--- src/pkg/ar_timer_pkg.sv ---
// package: register map, field positions, reset values and types of the auto-reload timer
package ar_timer_pkg;
  // printed offsets are not multiples of four: they are word indexes, byte address = 4 * index
  localparam logic [7:0] idx_timer_mode_control = 8'hD5;
  localparam logic [7:0] idx_timer_event_flags = 8'hD6;
  localparam logic [7:0] idx_timer_clock_edge_config = 8'hD7;
  localparam logic [7:0] idx_reload_capture_value = 8'hD9;
  localparam logic [7:0] idx_compare_value = 8'hDA;
  localparam logic [7:0] idx_live_counter_load = 8'hDB;

  // timer_mode_control fields
  localparam int load_trigger_bit = 7;
  localparam int count_enable_bit = 6;
  localparam int pulse_output_enable_bit = 5;
  localparam int edge_irq_enable_bit = 4;
  localparam int match_irq_enable_bit = 3;
  localparam int rollover_irq_enable_bit = 2;
  // timer_event_flags fields
  localparam int edge_flag_bit = 2;
  localparam int match_flag_bit = 1;
  localparam int rollover_flag_bit = 0;
  // timer_clock_edge_config fields
  localparam int prescale_sel_lsb = 5;
  localparam int reserved_cfg_bit = 4;
  localparam int edge_polarity_bit = 3;
  localparam int edge_detect_enable_bit = 2;

  localparam logic [7:0] mode_control_reset = 8'h00;
  localparam logic [7:0] flags_reset = 8'h00;
  localparam logic [7:0] config_reset = 8'h00;
  localparam logic [7:0] data_reset = 8'h00;
  localparam logic [7:0] counter_max = 8'hFF;
  localparam logic [1:0] div3_last = 2'h2;

  typedef enum logic [1:0] {
    mode_auto_reload = 2'b00,
    mode_capture = 2'b01,
    mode_capture_clear = 2'b10,
    mode_external_load = 2'b11
  } timer_mode_type;

  typedef enum logic [1:0] {
    clock_internal = 2'b00,
    clock_internal_div3 = 2'b01,
    clock_input_pin = 2'b10,
    clock_reserved = 2'b11
  } clock_sel_type;

  typedef struct packed {
    logic count_enable;
    logic pulse_output_enable;
    logic edge_irq_enable;
    logic match_irq_enable;
    logic rollover_irq_enable;
    timer_mode_type mode;
  } mode_control_type;

  typedef struct packed {
    logic [2:0] prescale_sel;
    logic reserved;
    logic edge_polarity;
    logic edge_detect_enable;
    clock_sel_type clock_sel;
  } clock_edge_config_type;

  typedef struct packed {
    logic edge_flag;
    logic match_flag;
    logic rollover_flag;
  } event_flags_type;

  typedef struct packed {
    logic edge_irq;
    logic match_irq;
    logic rollover_irq;
  } irq_type;
endpackage

--- src/rtl/auto_reload_timer_regs.sv ---
// auto-reload timer: apb register file, prescaler, counter, compare, capture and pulse output
// Notes on behaviour
// - writing one to load trigger loads reload value, clears prescaler; reads zero
// - count enable clear stops counting in counter and prescaler; loads and capture clears still act; set lets counter advance
// - pulse output pin shows waveform only while pulse output enable is set
// - edge interrupt request is edge flag and edge interrupt enable
// - match interrupt request is match flag and match interrupt enable
// - rollover interrupt request is rollover flag and rollover interrupt enable
// - mode: auto-reload, capture, capture with clear, load on input edge
// - reset clears whole mode control register, timer disabled
// - writing zero clears a flag; writing one leaves it unchanged
// - edge flag sets on every active edge of timer input pin
// - match flag sets when counter equals compare value
// - rollover flag sets when counter passes from maximum and reloads from reload/capture register
// - prescale ratio two to the field; changing field keeps prescaler count
// - edge detect enable turns detection on; polarity: clear rising, set falling
// - clock select: internal, internal divided by three, input pin, reserved
// - live load register reads and writes counter on the fly; reset clears it to zero
// - on overflow counter reloads from reload/capture register
// - compare register holds value compared with counter on each prescaled count
// - live load write puts value in counter at once, running or not
// - overflow drives pulse high; compare match drives it low
// - capture modes copy counter into reload/capture register on active edge
// - external load mode copies reload value into counter on active edge unless a software load lands in the same cycle
//
// The APB register port was left to the implementer.
module auto_reload_timer_regs (
  input wire logic pclk,
  input wire logic presetn,
  input wire logic psel,
  input wire logic penable,
  input wire logic pwrite,
  input wire logic [11:0] paddr,
  input wire logic [31:0] pwdata,
  input wire logic [3:0] pstrb,
  output logic [31:0] prdata,
  output logic pready,
  output logic pslverr,
  input wire logic timer_input_pin,
  output logic pulse_output_pin,
  output ar_timer_pkg::irq_type irq_request
);

  typedef struct packed {
    ar_timer_pkg::mode_control_type mode_control;
    ar_timer_pkg::clock_edge_config_type config_reg;
    ar_timer_pkg::event_flags_type flags;
    logic [7:0] reload_capture_value;
    logic [7:0] compare_value;
    logic [6:0] prescaler_count;
    logic [7:0] main_counter;
    logic [1:0] div3_count;
    logic input_prev;
    logic pulse_level;
    logic [31:0] read_data;
  } state_type;

  state_type state;
  state_type next_state;
  logic [7:0] live_counter_load;

  logic access;
  logic write_hit;
  logic [7:0] word_index;
  logic addr_ok;
  logic [7:0] wbyte;
  logic active_edge;
  logic source_tick;
  logic prescale_tick;
  logic load_write;
  logic trigger_load;
  logic [7:0] read_byte;
  logic [6:0] low_bits_set;

  assign access = psel && penable;
  assign word_index = paddr[9:2];
  assign addr_ok = (paddr[1:0] == 2'h0) && (paddr[11:10] == 2'h0) &&
                   (word_index == ar_timer_pkg::idx_timer_mode_control ||
                    word_index == ar_timer_pkg::idx_timer_event_flags ||
                    word_index == ar_timer_pkg::idx_timer_clock_edge_config ||
                    word_index == ar_timer_pkg::idx_reload_capture_value ||
                    word_index == ar_timer_pkg::idx_compare_value ||
                    word_index == ar_timer_pkg::idx_live_counter_load);
  // writes land only with the low byte lane enabled; narrower data lives in bits 7:0
  assign write_hit = access && pwrite && addr_ok && pstrb[0];
  assign wbyte = pwdata[7:0];
  assign pready = 1'b1;
  assign pslverr = access && !addr_ok;
  assign prdata = state.read_data;

  assign load_write = write_hit && (word_index == ar_timer_pkg::idx_live_counter_load);
  assign trigger_load = write_hit && (word_index == ar_timer_pkg::idx_timer_mode_control) &&
                        wbyte[ar_timer_pkg::load_trigger_bit];

  // pin treated as synchronous; edge seen against previous sample
  always_comb begin
    active_edge = 1'b0;
    if (state.config_reg.edge_detect_enable) begin
      if (state.config_reg.edge_polarity) begin
        active_edge = state.input_prev && !timer_input_pin;
      end else begin
        active_edge = !state.input_prev && timer_input_pin;
      end
    end
  end

  always_comb begin
    case (state.config_reg.clock_sel)
      ar_timer_pkg::clock_internal: source_tick = 1'b1;
      ar_timer_pkg::clock_internal_div3: source_tick = (state.div3_count == ar_timer_pkg::div3_last);
      ar_timer_pkg::clock_input_pin: source_tick = !state.input_prev && timer_input_pin;
      ar_timer_pkg::clock_reserved: source_tick = 1'b0;
      default: source_tick = 1'b0;
    endcase
  end

  // divide by 2^sel: tick when low sel bits of prescaler are all ones
  for (genvar g = 0; g < 7; g++) begin : gen_prescale_mask
    assign low_bits_set[g] = (g >= int'(state.config_reg.prescale_sel)) || state.prescaler_count[g];
  end

  always_comb begin
    prescale_tick = (&low_bits_set) && source_tick && state.mode_control.count_enable;
  end

  always_comb begin
    case (word_index)
      ar_timer_pkg::idx_timer_mode_control: read_byte = {1'b0, state.mode_control};
      ar_timer_pkg::idx_timer_event_flags: read_byte = {5'h00, state.flags};
      ar_timer_pkg::idx_timer_clock_edge_config: read_byte = state.config_reg;
      ar_timer_pkg::idx_reload_capture_value: read_byte = state.reload_capture_value;
      ar_timer_pkg::idx_compare_value: read_byte = state.compare_value;
      ar_timer_pkg::idx_live_counter_load: read_byte = state.main_counter;
      default: read_byte = 8'h00;
    endcase
  end

  always_comb begin
    logic overflow;
    logic match;
    logic capture;
    logic [7:0] counter_now;
    next_state = state;
    overflow = 1'b0;
    match = 1'b0;
    capture = (state.mode_control.mode == ar_timer_pkg::mode_capture ||
               state.mode_control.mode == ar_timer_pkg::mode_capture_clear) && active_edge;
    counter_now = state.main_counter;
    next_state.input_prev = timer_input_pin;
    // captured in the setup cycle so the word stands through the zero-wait access phase
    if (psel && !penable && !pwrite && addr_ok) begin
      next_state.read_data = {24'h00_0000, read_byte};
    end else if (access) begin
      next_state.read_data = state.read_data;
    end else begin
      next_state.read_data = 32'h0000_0000;
    end
    // divide-by-three runs free so the selected rate is steady
    if (state.div3_count == ar_timer_pkg::div3_last) begin
      next_state.div3_count = 2'h0;
    end else begin
      next_state.div3_count = state.div3_count + 2'h1;
    end

    if (prescale_tick) begin
      next_state.prescaler_count = 7'h00;
      if (state.main_counter == ar_timer_pkg::counter_max) begin
        overflow = 1'b1;
        next_state.main_counter = state.reload_capture_value;
      end else begin
        next_state.main_counter = state.main_counter + 8'h01;
      end
    end else if (source_tick && state.mode_control.count_enable) begin
      next_state.prescaler_count = state.prescaler_count + 7'h01;
    end
    if (prescale_tick) begin
      match = (next_state.main_counter == state.compare_value);
    end

    if (capture) begin
      next_state.reload_capture_value = counter_now;
      if (state.mode_control.mode == ar_timer_pkg::mode_capture_clear) begin
        next_state.main_counter = 8'h00;
        next_state.prescaler_count = 7'h00;
      end
    end
    if (state.mode_control.mode == ar_timer_pkg::mode_external_load && active_edge) begin
      next_state.main_counter = state.reload_capture_value;
      next_state.prescaler_count = 7'h00;
    end

    if (overflow) begin
      next_state.pulse_level = 1'b1;
    end else if (match) begin
      next_state.pulse_level = 1'b0;
    end

    if (write_hit) begin
      case (word_index)
        ar_timer_pkg::idx_timer_mode_control: next_state.mode_control = wbyte[6:0];
        ar_timer_pkg::idx_timer_clock_edge_config: next_state.config_reg = wbyte;
        ar_timer_pkg::idx_reload_capture_value: next_state.reload_capture_value = wbyte;
        ar_timer_pkg::idx_compare_value: next_state.compare_value = wbyte;
        ar_timer_pkg::idx_timer_event_flags: begin
          next_state.flags = state.flags & wbyte[2:0];
        end
        default: next_state.mode_control = next_state.mode_control;
      endcase
    end
    // software loads win over counting in the same cycle
    if (trigger_load) begin
      next_state.main_counter = (write_hit && word_index == ar_timer_pkg::idx_reload_capture_value) ?
                                wbyte : state.reload_capture_value;
      next_state.prescaler_count = 7'h00;
    end
    if (load_write) begin
      next_state.main_counter = wbyte;
      next_state.prescaler_count = 7'h00;
    end

    // hardware set beats software clear in the same cycle
    if (active_edge) begin
      next_state.flags.edge_flag = 1'b1;
    end
    if (match) begin
      next_state.flags.match_flag = 1'b1;
    end
    if (overflow) begin
      next_state.flags.rollover_flag = 1'b1;
    end
  end

  always_ff @(posedge pclk or negedge presetn) begin
    if (!presetn) begin
      state.mode_control <= ar_timer_pkg::mode_control_reset[6:0];
      state.config_reg <= ar_timer_pkg::config_reset;
      state.flags <= ar_timer_pkg::flags_reset[2:0];
      state.reload_capture_value <= ar_timer_pkg::data_reset;
      state.compare_value <= ar_timer_pkg::data_reset;
      state.prescaler_count <= 7'h00;
      state.main_counter <= ar_timer_pkg::data_reset;
      state.div3_count <= 2'h0;
      state.input_prev <= 1'b0;
      state.pulse_level <= 1'b0;
      state.read_data <= 32'h0000_0000;
    end else begin
      state <= next_state;
    end
  end

  // live load is a window onto the counter: no storage of its own, so reset clears it with the counter
  assign live_counter_load = state.main_counter;

  assign pulse_output_pin = state.pulse_level && state.mode_control.pulse_output_enable;
  assign irq_request.edge_irq = state.flags.edge_flag && state.mode_control.edge_irq_enable;
  assign irq_request.match_irq = state.flags.match_flag && state.mode_control.match_irq_enable;
  assign irq_request.rollover_irq = state.flags.rollover_flag &&
                                    state.mode_control.rollover_irq_enable;

endmodule // auto_reload_timer_regs

--- config.mk ---
export PLATFORM = sky130hd
export DESIGN_NAME = auto_reload_timer_regs
export DESIGN_NICKNAME = d
export VERILOG_FILES = /design/src/pkg/ar_timer_pkg.sv /design/src/rtl/auto_reload_timer_regs.sv
export SDC_FILE = /design/constraint.sdc
export NUM_CORES = 1
export LEC_CHECK = 0
export BUFFER_PORTS_ARGS = -buffer_cell sky130_fd_sc_hd__buf_2
export CAP_MARGIN = 20
export CORE_UTILIZATION = 49
export CTS_BUF_LIST = sky130_fd_sc_hd__clkbuf_8 sky130_fd_sc_hd__clkbuf_16
export CTS_CLUSTER_SIZE = 28
export DETAILED_ROUTE_END_ITERATION = 10
export GPL_TIMING_DRIVEN = 0
export PLACE_DENSITY = 0.77
export SYNTH_ARGS = -nofsm -noshare
export SYNTH_HDL_FRONTEND = slang
export SYNTH_SLANG_ARGS = --single-unit
--- constraint.sdc ---
create_clock -name pclk -period 2.4 [get_ports pclk]
set_input_delay 0.12 -clock pclk [delete_from_list [all_inputs] [get_ports pclk]]
set_output_delay 0.12 -clock pclk [all_outputs]
set_load 0.01 [all_outputs]
## After elaboration in Yosys (flattened, before gate mapping)

Index checks and enable logic that the tools add are counted.

| storage, ports and cells | value |
|---|---|
| bits in registers | 85 |
| output and inout bits | 38 |
| logic and storage cells | 139 |

| cells by class | value |
|---|---|
| $add $sub $neg | 3 |
| magnitude comparators | 7 |
| equality and inequality tests | 16 |
| multiplexer cells | 30 |
| bitwise operators | 1 |
| reduce and logical (&&, ||, !) cells | 60 |

Operators with widths:

| kind | number |
|---|---|
| 15-bit two-way mux | 5 |
| 32-bit two-way mux | 2 |
| 8-bit equality test, second input constant | 7 |
| 8-bit two-way mux | 6 |
| 8-bit case mux with 6 select lines | 1 |
| 1-bit logical AND | 25 |
| 19-bit two-way mux | 1 |
| 7-bit two-way mux | 2 |
| 2-bit nonzero test | 7 |
| 1-bit logical OR | 13 |
| 2-bit AND reduction | 6 |
| 2-bit equality test, second input constant | 5 |
| 1-bit two-way mux | 10 |
| 3-bit >= comparator, first input constant | 3 |
| 8-bit by 1-bit adder with 8-bit output, second input constant | 1 |
| 8-bit equality test | 1 |
| 7-bit by 1-bit adder with 7-bit output, second input constant | 1 |
| 7-bit AND reduction | 1 |
| 1-bit by 3-bit >= comparator with 1-bit output, first input constant | 2 |
| 2-bit by 3-bit >= comparator with 1-bit output, first input constant | 2 |
| 2-bit logical NOT | 3 |
| 1-bit logical NOT | 5 |
| 2-bit by 1-bit equality test with 1-bit output, second input constant | 2 |
| 1-bit case mux with 4 select lines | 1 |
| 5 further kinds | 5 |

## Depth between registers and ports, before layout

| depth | value |
|---|---|
| word-level depth | 13 |
| gate-level depth with buffers | 10 |
| mapped depth without buffers | 9 |

## Worst setup path before layout

OpenSTA, ideal clock, no wires.

| timing | value |
|---|---|
| kind | register to register |
| start point | reg state[70] (netlist name) |
| end point | reg state[32] (netlist name) |
| library setup time | 0.121 ns |
| arrival time | 2.395 ns |
| slack | -0.116 ns |
| stages on the path, launching flop included | 10 |
| cell sequence | dfrtp_1 -> or3b_4 -> a221oi_4 -> nand3_2 -> or2_0 -> buf_2 -> o41a_1 -> xor2_1 -> nand4_1 -> a22o_1 |

| between the ends | value |
|---|---|
| word-level cells in the longest chain between the ends | 8 |

Ends and longest elaborated chain:

| element | RTL line | source |
|---|---|---|
| from (decl) | auto_reload_timer_regs.sv:58 | `state_type state;` |
| from (signal assigned) | auto_reload_timer_regs.sv:247 | `state <= next_state;` |
| 2-bit equality test (tied with other cells) | auto_reload_timer_regs.sv:108 | `case (state.config_reg.clock_sel)` |
| 1-bit case mux with 4 select lines * | auto_reload_timer_regs.sv:108 |  |
| 1-bit logical AND * (2 in a row) | auto_reload_timer_regs.sv:123 | `prescale_tick = (&low_bits_set) && source_tick && state.mode_control.count_enable;` |
| 8-bit two-way mux | auto_reload_timer_regs.sv:165 | `if (prescale_tick) begin` |
| 8-bit equality test | auto_reload_timer_regs.sv:177 | `match = (next_state.main_counter == state.compare_value);` |
| 1-bit two-way mux | auto_reload_timer_regs.sv:176 | `if (prescale_tick) begin` |
| 2-bit nonzero test (no source line) | -- |  |

Mark *: on every way between the ends. The rest lies on a longest branch, timed or not.
A chain may end at the register's enable or synchronous reset.

## Final worst setup path

| timing | value |
|---|---|
| start point | reg state (netlist bit live_counter_load[1]) |
| end point | reg state[32] (netlist name) |

| between the ends | value |
|---|---|
| word-level cells in the longest chain between the ends | 6 |

Ends and longest elaborated chain:

| element | RTL line | source |
|---|---|---|
| 8-bit by 1-bit adder with 8-bit output / 8-bit equality test (equally long branches) | auto_reload_timer_regs.sv:171, auto_reload_timer_regs.sv:167 |  |
| 8-bit two-way mux | auto_reload_timer_regs.sv:167 | `if (state.main_counter == ar_timer_pkg::counter_max) begin` |
| 8-bit two-way mux | auto_reload_timer_regs.sv:165 |  |
| 8-bit equality test | auto_reload_timer_regs.sv:177 |  |
| 1-bit two-way mux | auto_reload_timer_regs.sv:176 |  |
| 2-bit nonzero test (no source line) | -- |  |

Several ways; a longest one is shown, not always the timed one.

==> metrics.md <==
| Metric | Value |
|---|---|
| Clk_skew | `0.0130 ns` |
| Ranking of synthesized cells by area | `dfrtp_1, buf_4, mux2_2, o21ai_0, nand2_1` |
| Die height | `89.9 um` |
| Fillcell total | `648` |
| All-Layer GR Usage | `0.271` |
| Pleak | `2.19 nW` |
| Synthesis-to-layout area growth | `22.3%` |
| Largest net degree at the start of global routing | `35` |
| Die X-Extent | `89.9 um` |
| Post-synthesis cell area | `3780 sq um` |
| Antenna violations before repair | `0` |
| Worst setup EP type | `register` |
| Routed length per placed instance | `17.2 um` |
| DRT Pass-1 Iters | `6` |
| # port buffers | `38` |
| Number of global-route vias before repair | `3382` |
| H-tree depth | `3` |
| RSZ-0062 raised after global routing | `true` |
| Status | `finished, violations left` |
| Worst-path maximum fanout | `7` |
| EDFF count, synth | `0` |
| Tightest Hold Check Type | `in -> reg` |
| CP delay by family, top | `simple AND/OR/NAND/NOR gates` |
| Syn Area/Cell | `9.05 sq um` |
| Layout Nets | `563` |
| Post-synthesis sequential area ratio | `0.403` |
| WL final | `10500 um` |
| Initial Utilization | `0.514` |
| Post-synth top area share | `0.403` |
| Final hold violation count | `1` |
| CP Cell Sequence | `ha_2, nand4_1, buf_4, or3_1, nor2_1, nor2_1, a221o_1, nor3_2, nand4_1, a22o_1` |
| First-pass GRT wire length | `17000 um` |
| Asr flop ratio synth | `1.00` |
| Die area | `8080 sq um` |
| Worst path max stage delay | `0.47 ns` |
| Startpoint types | `register` |
| Main synth FF type | `dfrtp_1` |
| Synth Instances | `418` |
| Core Region | `7370 sq um` |
| Least-Margin Pin Slew | `0.793 ns` |
| Critical path required time | `2.65 ns` |
| Clock Path Buffers | `2` |
| Layout Cells excl Fill | `609` |
| Cell taking the most area after synthesis | `dfrtp_1` |
| Initial drt markers | `320` |
| Worst vdd ir | `0.000488 V` |
| CP Data Arrival Time | `2.86 ns` |
| Ratio of cells with drive above 1 in the final layout | `0.302` |
| Yosys warnings | `0` |
| GP Congestion | `0.986` |
| Final period util | `1.09` |
| Vias | `3556` |
| Worst skew pair latency | `0.36 ns` |
| CTS Hold Buffers Added | `1` |
| Worst hold margin | `-0.0971 ns` |
| CTS root buf | `clkbuf_8` |
| Vias per cell | `5.84` |
| Failing checks | `hold timing, setup timing` |
| Top-count cell post-synth | `dfrtp_1` |
| Crit Path Category | `reg -> reg` |
| ANT cells | `0` |
| DRC | `0` |
| DP Wirelength | `7460 um` |
| CTS Buf Count | `9` |
| Power density cells | `455 nW/um^2` |
| # clock sinks | `61` |
| Row cnt | `31` |
| Final ANT Viol Nets | `0` |
| TritonCTS clock tree | `built` |
| Max-Cap Viols | `0` |
| Total gr overflow | `0` |
| DP Worst Slack | `-0.572 ns` |
| Clk pin slew, worst setup/hold paths | `0.08 ns` |
| # placed instances | `579` |
| Fin worst setup slack | `-0.207 ns` |
| Min cycle time layout | `2.61 ns` |
| Slowest cell on crit path | `dfrtp_1` |
| Max Transition Viols Final | `0` |
| Critical path buffers and inverters | `1` |
| Peak Freq | `384 MHz` |
| Setup TNS | `-0.409 ns` |
| #FFs+latches synth | `61` |
| Most instantiated cells after synthesis | `dfrtp_1, nand2_1, nor2_1` |
| Relative slew slack | `0.472` |
| Total I/O pin count | `92` |
| Synth cell types | `57` |
| Final setup fails | `3` |
cell usage in the layout (no fill, tap or decap), drive strengths merged, types with 4 or more instances in the layout:
cell type	count
nand2b	4
nor2	40
clkbuf	25
inv	12
buf	89
a21oi	22
mux2i	12
dfrtp	61
o21ai	35
xnor2	7
xor2	5
nor3	4
and2	6
and3	4
mux2	22
a221oi	5
nand4	5
a222oi	5
ha	4
nand2	43
nand3	15
conb	25
nor2b	6
a22oi	5
final timing paths:
kind / start / endpoint / slack, ns / depth (start not counted)
max: live_counter_load[1] / state[32] / -0.21 / 10
min: timer_input_pin / state[33] / -0.1 / 1
max reg2reg: live_counter_load[1] / state[32] / -0.21 / 10
min reg2reg: state[34] / state[34] / 0.44 / 1
max in group asynchronous: presetn / state[70] / 1.40 / 3
min in group asynchronous: presetn / state[48] / 0.38 / 2
report_power, final:
part           leakage [nW]  switching, mW  internal, mW
Combinational          1.27         0.0808        0.0598
Clock                0.0960          0.453         0.482
Sequential            0.824        0.00193          1.03
area by class of cell:
type	instances	area (sq um)	share of cell area
plain buffers	53	339	0.0732
clock buffers	9	124	0.0267
clock inverters	7	72.6	0.0157
inverters	10	37.5	0.00811
multi-input cells	317	2070	0.448
flip-flops and latches	61	1530	0.330
well taps	99	124	0.0267
repair buffers	53	333	0.0719
worst reg2reg max path: cells and delay by family, from the launching register on:
| kind | cells | cell delay [ns] |
|---|---|---|
| AOI/OAI and AO/OA | 2 | 0.57 |
| adders and majority gates | 1 | 0.29 |
| buffers and inverters | 1 | 0.19 |
| DFF | 1 | 0.47 |
| and+or+nand+nor | 6 | 0.98 |
state kept, by name (all words and copies together) (netlist names):
signal,count
state,45
live_counter_load,8
prdata,8
layer usage:
| metal | global-route usage | wire (um) | vias to the layer above |
|---|---|---|---|
| met3 | 0.0541 | 897 | 38 |
| li1 | - | - | 1607 |
| met2 | 0.420 | 4870 | 218 |
| met1 | 0.362 | 4340 | 1693 |
| met4 | 0.133 | 389 | 0 |
| met5 | 0 | 0 | - |
logic make-up after synthesis:
logic type	Yosys count	share of synthesized area
flip-flops	61	0.403
adder cells (fa/ha/maj)	4	0.0132
XOR/XNOR	12	0.0278
buffers and inverters	63	0.0965
multiplexers	34	0.0972
other	2	0.00198
AO/OA/AOI/OAI	98	0.174
AND/OR/NAND/NOR	144	0.186
per-stage QoR:
| stage | util | power [mW] | cell area (sq um) |
|---|---|---|---|
| 2_1_floorplan | - | 1.12 | 3880 |
| 3_3_place_gp | 0.569 | 1.18 | 4190 |
| 3_5_place_dp | 0.571 | 1.19 | 4210 |
| 4_1_cts | 0.614 | 2.10 | 4520 |
| 5_1_grt | 0.628 | 2.17 | 4630 |
| 6_report | 0.628 | 2.11 | 4630 |
timing repair:
| item | in CTS | in global routing |
|---|---|---|
| setup endpoints to repair | 10 | 17 |
| setup buffers | 9 | 5 |
| endpoints found under the hold margin | 34 | 1 |
| resized for setup | 12 | 24 |
| gates cloned | 0 | 0 |
| pin swaps | 8 | 12 |
(Power assumes the default switching activity.)
